File: src/rtl/sfcf_pkg.sv
// Shared constants and types for the serial flash code fetch controller
package sfcf_pkg;
  localparam int CLK_MHZ  = 250;
  localparam int SLOW_MHZ = 30;
  localparam int FAST_MHZ = 60;
  // Half periods of the serial clock, rounded up so the rate never exceeds the setting
  localparam int SLOW_HALF = (CLK_MHZ + 2 * SLOW_MHZ - 1) / (2 * SLOW_MHZ);
  localparam int FAST_HALF = (CLK_MHZ + 2 * FAST_MHZ - 1) / (2 * FAST_MHZ);
  localparam logic [1:0] STRAP_WAIT = 2'h3;

  localparam logic [7:0] OP_FAST_READ = 8'h0b;
  localparam logic [7:0] OP_DUAL_READ = 8'h3b;
  localparam logic [7:0] DUMMY_BYTE   = 8'h00;
  localparam logic [7:0] PAD_BYTE     = 8'h00;

  localparam logic [23:0] SIG_ADDR  = 24'h00fffa;
  localparam logic [23:0] EXEC_ADDR = 24'h000000;
  localparam logic [31:0] SIG_WORD  = 32'h32444655;

  localparam int HDR_BYTES = 5;
  localparam int CMD_BYTES = 8;

  localparam logic [7:0] REG_CTRL  = 8'h00;
  localparam logic [7:0] REG_LEN   = 8'h04;
  localparam logic [7:0] REG_CMD0  = 8'h08;
  localparam logic [7:0] REG_CMD1  = 8'h0c;
  localparam logic [7:0] REG_RESP0 = 8'h10;
  localparam logic [7:0] REG_RESP1 = 8'h14;

  localparam int CTRL_START_BIT = 0;
  localparam int CTRL_DUAL_BIT  = 1;
  localparam int STAT_EXT_BIT   = 4;
  localparam int STAT_BOOT_BIT  = 5;
  localparam int STAT_FAST_BIT  = 6;

  localparam logic [7:0] LEN_RST  = 8'h00;
  localparam logic [7:0] CMD_RST  = 8'h00;
  localparam logic       DUAL_RST = 1'b0;

  typedef enum logic [1:0] {E_IDLE, E_SHIFT, E_HOLD, E_END} sfcf_eng_t;
  typedef enum logic [1:0] {B_STRAP, B_REQ, B_WAIT, B_DONE} sfcf_boot_t;
endpackage

File: src/rtl/sfcf_cache_mem.sv
// Byte store of the fetch cache with registered read data
`timescale 1ns/100ps
module sfcf_cache_mem #(
  parameter int WIDTH = 8,
  parameter int DEPTH = 32,
  parameter int AW    = $clog2(DEPTH)
) (
  input  wire logic             clk,
  input  wire logic             rst_n,
  input  wire logic             we,
  input  wire logic [AW-1:0]    waddr,
  input  wire logic [WIDTH-1:0] wdata,
  input  wire logic [AW-1:0]    raddr,
  output logic      [WIDTH-1:0] rdata
);
  logic [WIDTH-1:0] mem_q [DEPTH];

  always_ff @(posedge clk)
  begin
    if (we)
    begin
      mem_q[waddr] <= wdata;
    end
  end

  // A write also passes straight to the read register, so a fresh byte is
  // presented on the same edge as a cached one would be
  always_ff @(posedge clk or negedge rst_n)
  begin
    if (!rst_n)
    begin
      rdata <= '0;
    end
    else
    begin
      rdata <= we ? wdata : mem_q[raddr];
    end
  end
endmodule

File: src/rtl/sfcf_top.sv
// Serial flash controller: code fetch with cache, command buffer path, boot check
//
// Overview of operation
// - At power-up read signature at 0xFFFA; if valid, enable external code from 0.
// - Without a valid signature, external code stays disabled; internal ROM runs.
// - Single-mode code read: select low, opcode 0x0B, 24-bit address, one dummy byte.
// - Single mode shifts one data byte in eight clocks, then signals ready.
// - Sequential next address clocks one more byte; otherwise select is released.
// - Dual read is used only at the slower clock setting.
// - Dual-mode code read: select low, opcode 0x3B, 24-bit address, one dummy byte.
// - Dual mode moves a data byte in four clocks over both data lines.
// - Speed strap on the data output is latched after reset; high means fast.
// - 32-byte fetch cache with base and length; a jump reloads the base.
// - Each fetched byte enters the cache; past 32 bytes the base advances.
// - A jump inside the cached range answers in one clock without flash access.
// - Eight-byte command buffer, eight-byte response buffer, byte length register.
// - Start bit drops select and gives eight clocks per programmed byte.
// - After the opcode byte, input data are captured into the response buffer.
// - Bytes beyond the command buffer are sent as don't-care values.
// - Command path serves firmware running from internal RAM or ROM.
// - Select goes high once the command transfer has completed.
// - Identity read with length four leaves three reply bytes in the response buffer.
`timescale 1ns/100ps
module sfcf_top #(
  parameter int ADDR_W      = 24,
  parameter int LEN_W       = 8,
  parameter int CACHE_DEPTH = 32
) (
  input  wire logic              pclk,
  input  wire logic              presetn,
  input  wire logic              psel,
  input  wire logic              penable,
  input  wire logic              pwrite,
  input  wire logic [7:0]        paddr,
  input  wire logic [31:0]       pwdata,
  input  wire logic [3:0]        pstrb,
  output logic      [31:0]       prdata,
  output logic                   pready,
  output logic                   pslverr,
  input  wire logic              fetch_req,
  input  wire logic [ADDR_W-1:0] fetch_addr,
  output logic                   fetch_ready,
  output logic      [7:0]        fetch_data,
  output logic                   ext_code_en,
  output logic                   boot_done,
  output logic                   flash_sel_n,
  output logic                   flash_sck,
  output logic                   sdo_out,
  output logic                   sdo_oe_n,
  input  wire logic              sdo_in,
  input  wire logic              serial_in_line
);
  localparam int AW   = $clog2(CACHE_DEPTH);
  localparam int CL_W = AW + 1;
  localparam logic [CL_W-1:0]  CACHE_FULL = CL_W'(CACHE_DEPTH);
  localparam logic [LEN_W-1:0] HDR_IDX    = LEN_W'(sfcf_pkg::HDR_BYTES);
  localparam logic [LEN_W-1:0] CMD_IDX    = LEN_W'(sfcf_pkg::CMD_BYTES);
  localparam logic [2:0]       SLOW_H     = 3'(sfcf_pkg::SLOW_HALF);
  localparam logic [2:0]       FAST_H     = 3'(sfcf_pkg::FAST_HALF);

  sfcf_pkg::sfcf_eng_t  state_q;
  sfcf_pkg::sfcf_boot_t bstate_q;
  logic                 sdo_m_q, sdo_s_q, sin_m_q, sin_s_q;
  logic [1:0]           strap_cnt_q;
  logic                 strap_done_q, speed_fast_q;
  logic                 dual_en_q, cmd_busy_q;
  logic [LEN_W-1:0]     len_q;
  logic [7:0]           cmd_q [sfcf_pkg::CMD_BYTES];
  logic [7:0]           resp_q [sfcf_pkg::CMD_BYTES];
  logic                 job_cmd_q, sck_q, dual_q;
  logic [LEN_W-1:0]     idx_q;
  logic [2:0]           div_q;
  logic [3:0]           bits_q;
  logic [7:0]           tx_q, rx_q;
  logic [ADDR_W-1:0]    rd_addr_q, pend_addr_q, base_q;
  logic                 pend_q, rdy_q;
  logic [CL_W-1:0]      clen_q;
  logic [1:0]           boot_k_q;
  logic                 match_q;

  logic                 wr_en, rd_setup, start_wr, dual_eff;
  logic [2:0]           half;
  logic                 tick, fall, byte_done, data_done, jump, cmd_fin;
  logic [7:0]           rx_next, sig_b;
  logic [LEN_W-1:0]     nidx;
  logic                 req_v, hit;
  logic [ADDR_W-1:0]    req_a, diff;
  logic [31:0]          ctrl_rd;

  // Input pins pass two flops before use
  always_ff @(posedge pclk or negedge presetn)
  begin
    if (!presetn)
    begin
      sdo_m_q <= 1'b0;
      sdo_s_q <= 1'b0;
      sin_m_q <= 1'b0;
      sin_s_q <= 1'b0;
    end
    else
    begin
      sdo_m_q <= sdo_in;
      sdo_s_q <= sdo_m_q;
      sin_m_q <= serial_in_line;
      sin_s_q <= sin_m_q;
    end
  end

  // Strap is caught after release, once the synchroniser has settled
  always_ff @(posedge pclk or negedge presetn)
  begin
    if (!presetn)
    begin
      strap_cnt_q  <= 2'h0;
      strap_done_q <= 1'b0;
      speed_fast_q <= 1'b0;
    end
    else if (!strap_done_q)
    begin
      if (strap_cnt_q == sfcf_pkg::STRAP_WAIT)
      begin
        speed_fast_q <= sdo_s_q;
        strap_done_q <= 1'b1;
      end
      else
      begin
        strap_cnt_q <= strap_cnt_q + 2'h1;
      end
    end
  end

  assign half     = speed_fast_q ? FAST_H : SLOW_H;
  assign dual_eff = dual_en_q & ~speed_fast_q;
  assign wr_en    = psel & penable & pwrite;
  assign rd_setup = psel & ~penable;
  assign start_wr = wr_en && paddr == sfcf_pkg::REG_CTRL && pwdata[sfcf_pkg::CTRL_START_BIT];

  always_ff @(posedge pclk or negedge presetn)
  begin
    if (!presetn)
    begin
      dual_en_q <= sfcf_pkg::DUAL_RST;
      len_q     <= sfcf_pkg::LEN_RST;
    end
    else if (wr_en)
    begin
      if (paddr == sfcf_pkg::REG_CTRL)
      begin
        dual_en_q <= pwdata[sfcf_pkg::CTRL_DUAL_BIT];
      end
      if (paddr == sfcf_pkg::REG_LEN && !cmd_busy_q)
      begin
        len_q <= pwdata[LEN_W-1:0];
      end
    end
  end

  // Start is refused while busy or with a zero length
  always_ff @(posedge pclk or negedge presetn)
  begin
    if (!presetn)
    begin
      cmd_busy_q <= 1'b0;
    end
    else if (start_wr && !cmd_busy_q && len_q != '0)
    begin
      cmd_busy_q <= 1'b1;
    end
    else if (cmd_fin)
    begin
      cmd_busy_q <= 1'b0;
    end
  end

  genvar gi;
  for (gi = 0; gi < sfcf_pkg::CMD_BYTES; gi++)
  begin : g_cmd
    localparam logic [7:0] OFS = (gi < 4) ? sfcf_pkg::REG_CMD0 : sfcf_pkg::REG_CMD1;
    always_ff @(posedge pclk or negedge presetn)
    begin
      if (!presetn)
      begin
        cmd_q[gi] <= sfcf_pkg::CMD_RST;
      end
      else if (wr_en && paddr == OFS && pstrb[gi % 4] && !cmd_busy_q)
      begin
        cmd_q[gi] <= pwdata[8 * (gi % 4) +: 8];
      end
    end
  end

  // Serial engine timing
  assign tick      = (state_q == sfcf_pkg::E_SHIFT || state_q == sfcf_pkg::E_END)
                     && div_q == half - 3'h1;
  assign fall      = tick && state_q == sfcf_pkg::E_SHIFT && sck_q;
  assign byte_done = fall && bits_q == 4'h1;
  assign data_done = byte_done && !job_cmd_q && idx_q == HDR_IDX;
  assign cmd_fin   = tick && state_q == sfcf_pkg::E_END && job_cmd_q;
  assign nidx      = idx_q + LEN_W'(1);
  // Dual: first bit of each pair arrives on the input line, second on the output line
  assign rx_next   = dual_q ? {rx_q[5:0], sin_s_q, sdo_s_q} : {rx_q[6:0], sin_s_q};

  function automatic logic [7:0] hdr_byte(input logic [LEN_W-1:0] i,
                                          input logic [ADDR_W-1:0] a,
                                          input logic d);
    case (i)
      LEN_W'(0): hdr_byte = d ? sfcf_pkg::OP_DUAL_READ : sfcf_pkg::OP_FAST_READ;
      LEN_W'(1): hdr_byte = a[23:16];
      LEN_W'(2): hdr_byte = a[15:8];
      LEN_W'(3): hdr_byte = a[7:0];
      default:   hdr_byte = sfcf_pkg::DUMMY_BYTE;
    endcase
  endfunction

  // Request source: boot check first, then the processor once external code is on
  assign req_v = (bstate_q == sfcf_pkg::B_REQ) || (fetch_req && ext_code_en);
  assign req_a = (bstate_q == sfcf_pkg::B_REQ) ?
                 sfcf_pkg::SIG_ADDR + ADDR_W'(boot_k_q) : fetch_addr;
  assign diff  = req_a - base_q;
  assign hit   = req_v && diff < ADDR_W'(clen_q);
  assign jump  = state_q == sfcf_pkg::E_IDLE && pend_q && strap_done_q;

  always_ff @(posedge pclk or negedge presetn)
  begin
    if (!presetn)
    begin
      state_q     <= sfcf_pkg::E_IDLE;
      job_cmd_q   <= 1'b0;
      idx_q       <= '0;
      div_q       <= 3'h0;
      sck_q       <= 1'b0;
      bits_q      <= 4'h0;
      tx_q        <= 8'h00;
      rx_q        <= 8'h00;
      dual_q      <= 1'b0;
      rd_addr_q   <= '0;
      flash_sel_n <= 1'b1;
      flash_sck   <= 1'b0;
      sdo_out     <= 1'b0;
      sdo_oe_n    <= 1'b1;
    end
    else
    begin
      div_q <= (tick || state_q == sfcf_pkg::E_IDLE || state_q == sfcf_pkg::E_HOLD)
               ? 3'h0 : div_q + 3'h1;
      case (state_q)
        sfcf_pkg::E_IDLE:
        begin
          flash_sel_n <= 1'b1;
          sdo_oe_n    <= 1'b1;
          if (jump)
          begin
            job_cmd_q   <= 1'b0;
            idx_q       <= '0;
            rd_addr_q   <= pend_addr_q;
            tx_q        <= hdr_byte('0, pend_addr_q, dual_eff);
            sdo_out     <= 1'(hdr_byte('0, pend_addr_q, dual_eff) >> 7);
            bits_q      <= 4'h8;
            dual_q      <= 1'b0;
            flash_sel_n <= 1'b0;
            sdo_oe_n    <= 1'b0;
            state_q     <= sfcf_pkg::E_SHIFT;
          end
          else if (cmd_busy_q && strap_done_q)
          begin
            job_cmd_q   <= 1'b1;
            idx_q       <= '0;
            tx_q        <= cmd_q[0];
            sdo_out     <= cmd_q[0][7];
            bits_q      <= 4'h8;
            dual_q      <= 1'b0;
            flash_sel_n <= 1'b0;
            sdo_oe_n    <= 1'b0;
            state_q     <= sfcf_pkg::E_SHIFT;
          end
        end
        sfcf_pkg::E_SHIFT:
        begin
          if (tick && !sck_q)
          begin
            sck_q     <= 1'b1;
            flash_sck <= 1'b1;
          end
          else if (fall)
          begin
            // Input is taken late in the high phase, output moves on the fall
            sck_q     <= 1'b0;
            flash_sck <= 1'b0;
            rx_q      <= rx_next;
            tx_q      <= {tx_q[6:0], 1'b0};
            sdo_out   <= tx_q[6];
            bits_q    <= bits_q - 4'h1;
            if (byte_done)
            begin
              if (job_cmd_q)
              begin
                if (nidx == len_q)
                begin
                  state_q <= sfcf_pkg::E_END;
                end
                else
                begin
                  idx_q   <= nidx;
                  tx_q    <= (nidx < CMD_IDX) ? cmd_q[nidx[2:0]] : sfcf_pkg::PAD_BYTE;
                  sdo_out <= (nidx < CMD_IDX) ? cmd_q[nidx[2:0]][7] : 1'b0;
                  bits_q  <= 4'h8;
                end
              end
              else if (data_done)
              begin
                state_q <= sfcf_pkg::E_HOLD;
              end
              else
              begin
                idx_q    <= nidx;
                tx_q     <= hdr_byte(nidx, rd_addr_q, dual_eff);
                sdo_out  <= 1'(hdr_byte(nidx, rd_addr_q, dual_eff) >> 7);
                dual_q   <= (nidx == HDR_IDX) && dual_eff;
                bits_q   <= ((nidx == HDR_IDX) && dual_eff) ? 4'h4 : 4'h8;
                sdo_oe_n <= (nidx == HDR_IDX) && dual_eff;
              end
            end
          end
        end
        sfcf_pkg::E_HOLD:
        begin
          // Select stays low between bytes of a sequential run
          if (cmd_busy_q || hit || (boot_done && !ext_code_en))
          begin
            state_q <= sfcf_pkg::E_END;
          end
          else if (pend_q)
          begin
            if (pend_addr_q == rd_addr_q + ADDR_W'(1))
            begin
              rd_addr_q <= pend_addr_q;
              tx_q      <= sfcf_pkg::DUMMY_BYTE;
              bits_q    <= dual_q ? 4'h4 : 4'h8;
              state_q   <= sfcf_pkg::E_SHIFT;
            end
            else
            begin
              state_q <= sfcf_pkg::E_END;
            end
          end
        end
        sfcf_pkg::E_END:
        begin
          flash_sel_n <= 1'b1;
          sdo_oe_n    <= 1'b1;
          if (tick)
          begin
            state_q <= sfcf_pkg::E_IDLE;
          end
        end
        default:
        begin
          state_q <= sfcf_pkg::E_IDLE;
        end
      endcase
    end
  end

  // One outstanding miss; the answer itself clears it, a new miss sets it
  always_ff @(posedge pclk or negedge presetn)
  begin
    if (!presetn)
    begin
      pend_q      <= 1'b0;
      pend_addr_q <= '0;
    end
    else if (req_v && !hit)
    begin
      pend_q      <= 1'b1;
      pend_addr_q <= req_a;
    end
    else if (data_done)
    begin
      pend_q <= 1'b0;
    end
  end

  always_ff @(posedge pclk or negedge presetn)
  begin
    if (!presetn)
    begin
      base_q <= '0;
      clen_q <= '0;
    end
    else if (jump)
    begin
      base_q <= pend_addr_q;
      clen_q <= '0;
    end
    else if (data_done)
    begin
      if (clen_q == CACHE_FULL)
      begin
        base_q <= base_q + ADDR_W'(1);
      end
      else
      begin
        clen_q <= clen_q + CL_W'(1);
      end
    end
  end

  sfcf_cache_mem #(
    .WIDTH (8),
    .DEPTH (CACHE_DEPTH)
  ) u_cache (
    .clk   (pclk),
    .rst_n (presetn),
    .we    (data_done),
    .waddr (rd_addr_q[AW-1:0]),
    .wdata (rx_next),
    .raddr (req_a[AW-1:0]),
    .rdata (fetch_data)
  );

  always_ff @(posedge pclk or negedge presetn)
  begin
    if (!presetn)
    begin
      rdy_q       <= 1'b0;
      fetch_ready <= 1'b0;
    end
    else
    begin
      rdy_q       <= data_done | hit;
      fetch_ready <= (data_done | hit) & boot_done;
    end
  end

  always_ff @(posedge pclk or negedge presetn)
  begin
    if (!presetn)
    begin
      for (int i = 0; i < sfcf_pkg::CMD_BYTES; i++)
      begin
        resp_q[i] <= 8'h00;
      end
    end
    else if (byte_done && job_cmd_q && idx_q != '0 && idx_q <= CMD_IDX)
    begin
      resp_q[3'(idx_q - LEN_W'(1))] <= rx_next;
    end
  end

  // Signature bytes compared one by one, first byte at the lowest address
  assign sig_b = sfcf_pkg::SIG_WORD[{~boot_k_q, 3'h0} +: 8];

  always_ff @(posedge pclk or negedge presetn)
  begin
    if (!presetn)
    begin
      bstate_q    <= sfcf_pkg::B_STRAP;
      boot_k_q    <= 2'h0;
      match_q     <= 1'b1;
      ext_code_en <= 1'b0;
      boot_done   <= 1'b0;
    end
    else
    begin
      case (bstate_q)
        sfcf_pkg::B_STRAP:
        begin
          if (strap_done_q)
          begin
            bstate_q <= sfcf_pkg::B_REQ;
          end
        end
        sfcf_pkg::B_REQ:
        begin
          bstate_q <= sfcf_pkg::B_WAIT;
        end
        sfcf_pkg::B_WAIT:
        begin
          if (rdy_q)
          begin
            match_q <= match_q && fetch_data == sig_b;
            if (boot_k_q == 2'h3)
            begin
              // Processor starts at EXEC_ADDR when enabled, else stays internal
              ext_code_en <= match_q && fetch_data == sig_b;
              boot_done   <= 1'b1;
              bstate_q    <= sfcf_pkg::B_DONE;
            end
            else
            begin
              boot_k_q <= boot_k_q + 2'h1;
              bstate_q <= sfcf_pkg::B_REQ;
            end
          end
        end
        sfcf_pkg::B_DONE:
        begin
          bstate_q <= sfcf_pkg::B_DONE;
        end
        default:
        begin
          bstate_q <= sfcf_pkg::B_STRAP;
        end
      endcase
    end
  end

  always_comb
  begin
    ctrl_rd                          = 32'h0000_0000;
    ctrl_rd[sfcf_pkg::CTRL_START_BIT] = cmd_busy_q;
    ctrl_rd[sfcf_pkg::CTRL_DUAL_BIT]  = dual_en_q;
    ctrl_rd[sfcf_pkg::STAT_EXT_BIT]   = ext_code_en;
    ctrl_rd[sfcf_pkg::STAT_BOOT_BIT]  = boot_done;
    ctrl_rd[sfcf_pkg::STAT_FAST_BIT]  = speed_fast_q;
  end

  // Zero-wait slave: data and error are prepared in the setup cycle
  always_ff @(posedge pclk or negedge presetn)
  begin
    if (!presetn)
    begin
      pready  <= 1'b0;
      prdata  <= 32'h0000_0000;
      pslverr <= 1'b0;
    end
    else
    begin
      pready  <= 1'b1;
      if (rd_setup)
      begin
        pslverr <= 1'b0;
        case (paddr)
          sfcf_pkg::REG_CTRL:  prdata <= ctrl_rd;
          sfcf_pkg::REG_LEN:   prdata <= 32'(len_q);
          sfcf_pkg::REG_CMD0:  prdata <= {cmd_q[3], cmd_q[2], cmd_q[1], cmd_q[0]};
          sfcf_pkg::REG_CMD1:  prdata <= {cmd_q[7], cmd_q[6], cmd_q[5], cmd_q[4]};
          sfcf_pkg::REG_RESP0: prdata <= {resp_q[3], resp_q[2], resp_q[1], resp_q[0]};
          sfcf_pkg::REG_RESP1: prdata <= {resp_q[7], resp_q[6], resp_q[5], resp_q[4]};
          default:
          begin
            prdata  <= 32'h0000_0000;
            pslverr <= 1'b1;
          end
        endcase
      end
    end
  end
endmodule

File: config.mk
export PLATFORM = sky130hd
export DESIGN_NAME = sfcf_top
export DESIGN_NICKNAME = d
export VERILOG_FILES = /design/src/rtl/sfcf_pkg.sv /design/src/rtl/sfcf_cache_mem.sv /design/src/rtl/sfcf_top.sv
export SDC_FILE = /design/constraint.sdc
export NUM_CORES = 1
export LEC_CHECK = 0
export BUFFER_PORTS_ARGS = -buffer_cell sky130_fd_sc_hd__buf_2
export CAP_MARGIN = 15
export CORE_MARGIN = 5
export CORE_UTILIZATION = 40
export DETAILED_ROUTE_END_ITERATION = 7
export PLACE_DENSITY = 0.55
export REMOVE_ABC_BUFFERS = 1
export SLEW_MARGIN = 20
export SYNTH_ARGS = -nofsm -noshare
export SYNTH_HDL_FRONTEND = slang
export SYNTH_SLANG_ARGS = --single-unit
File: constraint.sdc
create_clock -name pclk -period 4.9 [get_ports pclk]
set_clock_uncertainty 0.2 [all_clocks]
set_input_delay 0.49 -clock pclk [delete_from_list [all_inputs] [get_ports pclk]]
set_output_delay 0.49 -clock pclk [all_outputs]
set_load 0.1 [all_outputs]
==> results.md <==
* Worst-skew pair later-pin latency at approximately 0.64 ns
* Arrival @ worst endpoint at 5.05 ns
* Count of final setup violators at 0
* Ranking of synthesized cells by area: dfrtp_1, edfxtp_1, mux2_2
* Worst relative slew slack at 0.277
* Fraction of layout cells with a size suffix above 1 at 0.197
* Asr flop ratio synth at 0.550
* Worst-path maximum fanout at 17
* Number of global-route vias before repair at roughly 20000
* Power Density at between 300 and 400 nW/um^2
* Synth cell types at 89
* CTS tree: built
* Grt total ovfl at 0
* Initial core utilization at 0.402
* Slew Viols, Final at 0
* Area leader, netlist: dfrtp_1
* Number of H-tree levels at 2
* Worst endpoint required time at 5.20 ns
* Initial antenna violation count at 2
* WHS at between 0.04 and 0.05 ns
* Most common cell after layout, fill and taps aside: dfrtp_1
* Maximum VDD drop at 0.000343 V
* Vias per cell at around 5.7
* Post-synth top area share at 0.277
* Setup crit start kind: flop
* CTS Buffer Depth at 3
* First drt pass iteration count at 8
* Failing checks: design-rule violations
* Slowest cell on crit path: or3_1
* Leakage power at 12.8 nW
* Slowest cell delay on critical path at 0.43 ns
* RSZ-0062 raised after global routing: yes
* Min cycle time layout at 4.75 ns
* Full die area at 75500 sq um
* Total number of vias at a little over 20000
* Avg WL per Cell at 22.5 um
* Avg Inst Size Synth at 11.3 sq um
* Post-synth EDFFs at about 260
* First DRT Iteration DRCs at 1927
* Cells after Synth at 2479
* Clk slew on worst S/H paths at 0.06 ns
* M2 GR Usage at 0.353
* Nets at 2768
* HPWL Detailed at 56.8 mm
* Port Buffers at 124
* Final worst-path cycle share at 0.969
* Main synth FF type: dfrtp_1
* Hold crit path type: primary input to flop
* Num CTS Buffers at 60
* Worst slew pin tran at 1.08 ns
* Clock sinks at 569
* Gp weighted congestion at 0.897
* Largest net degree at the start of global routing at around 120
* Area grow syn2layout at 16.5%
* First-pass GRT wire length at about 130 mm
* Area of the mapped netlist at 28000 sq um
* ANT nets after route at 0
* Die span in x at roughly 270 um
* Die height at 275 um
* Register area share after synthesis at 0.554
* GR Layer Usage met3 at 0.0252
* Commonest non-fill, non-tap cells in the layout: dfrtp_1, edfxtp_1, nand2_1
* Layout Utilization at 0.468
* Fin Setup TNS at 0 ns
* Status: finished, violations left
* Final hold violations at 0
* Total power at 0.0119 W
* DRC Markers at 1
* Crit. End Element: flop
* Total Wirelength at 81.9 mm
* Max Freq at between 200 and 250 MHz
* Ys Warns at 0
* Root buf cell: clkbuf_16
* #FFs+latches synth at ~570
* Crit-path leading delay family: simple AND/OR/NAND/NOR gates
* Crit path kind: flop to flop
* WP buf/inv at 4
* Ports at 125
* Row count at 97
* Max-Cap Viols at 0
* Crit-path cells: nand2b_4 > buf_4 > buf_4 > nand2b_1 > ha_1 > a21oi_1 > nand2b_1 > o21a_1 > nor3_1 > o31ai_2 > xor2_1 > or3_1 > a2111oi_4 > buf_4 > o22ai_2 > nand2_2 > clkbuf_16 > mux2_4
* Most frequent CP cell: buf_4
* Total track usage at 0.213
* Met1 GRT Util at 0.303
* Busiest grt layer: met2
* Core area at 69800 sq um
## synthesized netlist by cell type (25+ instances only)
library cell and count:
o21ai_0 105, a311oi_1 50, clkbuf_1 119, ha_1 52, nand2_1 256, and2_1 36
dfrtp_1 310, xor2_1 29, a21oi_1 177, edfxtp_1 256, mux2_2 99, a22oi_1 37
nand3_1 39, a22o_1 31, a221oi_1 25, xnor2_1 72, a211oi_1 57, nor3_1 62
nor2_1 182, inv_1 68, mux2i_1 68
## repair_timing
action                                  4_1_cts  5_1_grt
endpoints found under the hold margin       179        0
pin swaps                                     0       17
buffers inserted                              0        5
resized for setup                             1       41
endpoints found under the setup margin       33       37
hold buffers                                 35        0
cloned                                        0        1
## flip-flops by register name, indices dropped and copies added (netlist names), 7 cells and up
register       count
base_q            24
resp_q            64
u_cache.mem_q    256
idx_q              8
pend_addr_q       24
u_cache.rdata      8
len_q              8
tx_q               7
cmd_q             64
prdata            32
rx_q               7
rd_addr_q         24
## path summary, 6_finish.rpt
| kind | from | endpoint | slack (ns) | depth (start not counted) |
|---|---|---|---|---|
| max in group asynchronous | presetn | base_q[19] | 2.96 | 3 |
| max reg2reg | bstate_q[1] | tx_q[4] | 0.15 | 18 |
| min | fetch_addr[23] | pend_addr_q[23] | 0.05 | 3 |
| max | bstate_q[1] | tx_q[4] | 0.15 | 18 |
| min reg2reg | sdo_m_q | sdo_s_q | 0.17 | 0 |
| min in group asynchronous | presetn | prdata[15] | 0.34 | 2 |
## final cells by class
class	count	area, sq um
Fill cell	6379	37100
Inverter	70	265
Timing Repair Buffer	247	1730
Tap cell	940	1180
Sequential cell	569	15500
Antenna cell	1	2.50
Clock inverter	25	312
Clock buffer	87	1750
Multi-Input combinational cell	1691	11900
## metrics by stage
stage	instances	area, sq um	setup slack (ns)
6_report	3630	32700	0.153
3_3_place_gp	3476	30000	-0.0310
4_1_cts	3623	32400	0.00127
5_1_grt	3630	32700	-0.146
2_1_floorplan	2330	27400	-7.67
3_5_place_dp	3476	30000	-0.0718
## worst min-delay path, cell delays in order
cell and delay [ns]:
buf_2 0.12, nand2_1 0.10, o21ai_0 0.10
## cell families after synthesis
| family | count (synthesis) | synth area share |
|---|---|---|
| fa+ha+maj | 53 | 0.0239 |
| compound gates | 578 | 0.136 |
| simple gates | 739 | 0.127 |
| mux | 219 | 0.0972 |
| xor+xnor | 101 | 0.0315 |
| other cells | 1 | 0.000134 |
| flops | 569 | 0.554 |
| buf+inv | 219 | 0.0311 |
## report_power, final
part           internal [W]  switching, W
logic              0.000498       0.00118
clock network       0.00280       0.00194
registers           0.00537     0.0000931
## layer usage
layer,vias up,routed length (um)
met5,-,0
met4,0,1710
met3,112,4030
met2,591,39400
met1,10300,36700
li1,9484,-
No activity file was read; power rests on OpenSTA's default activity.
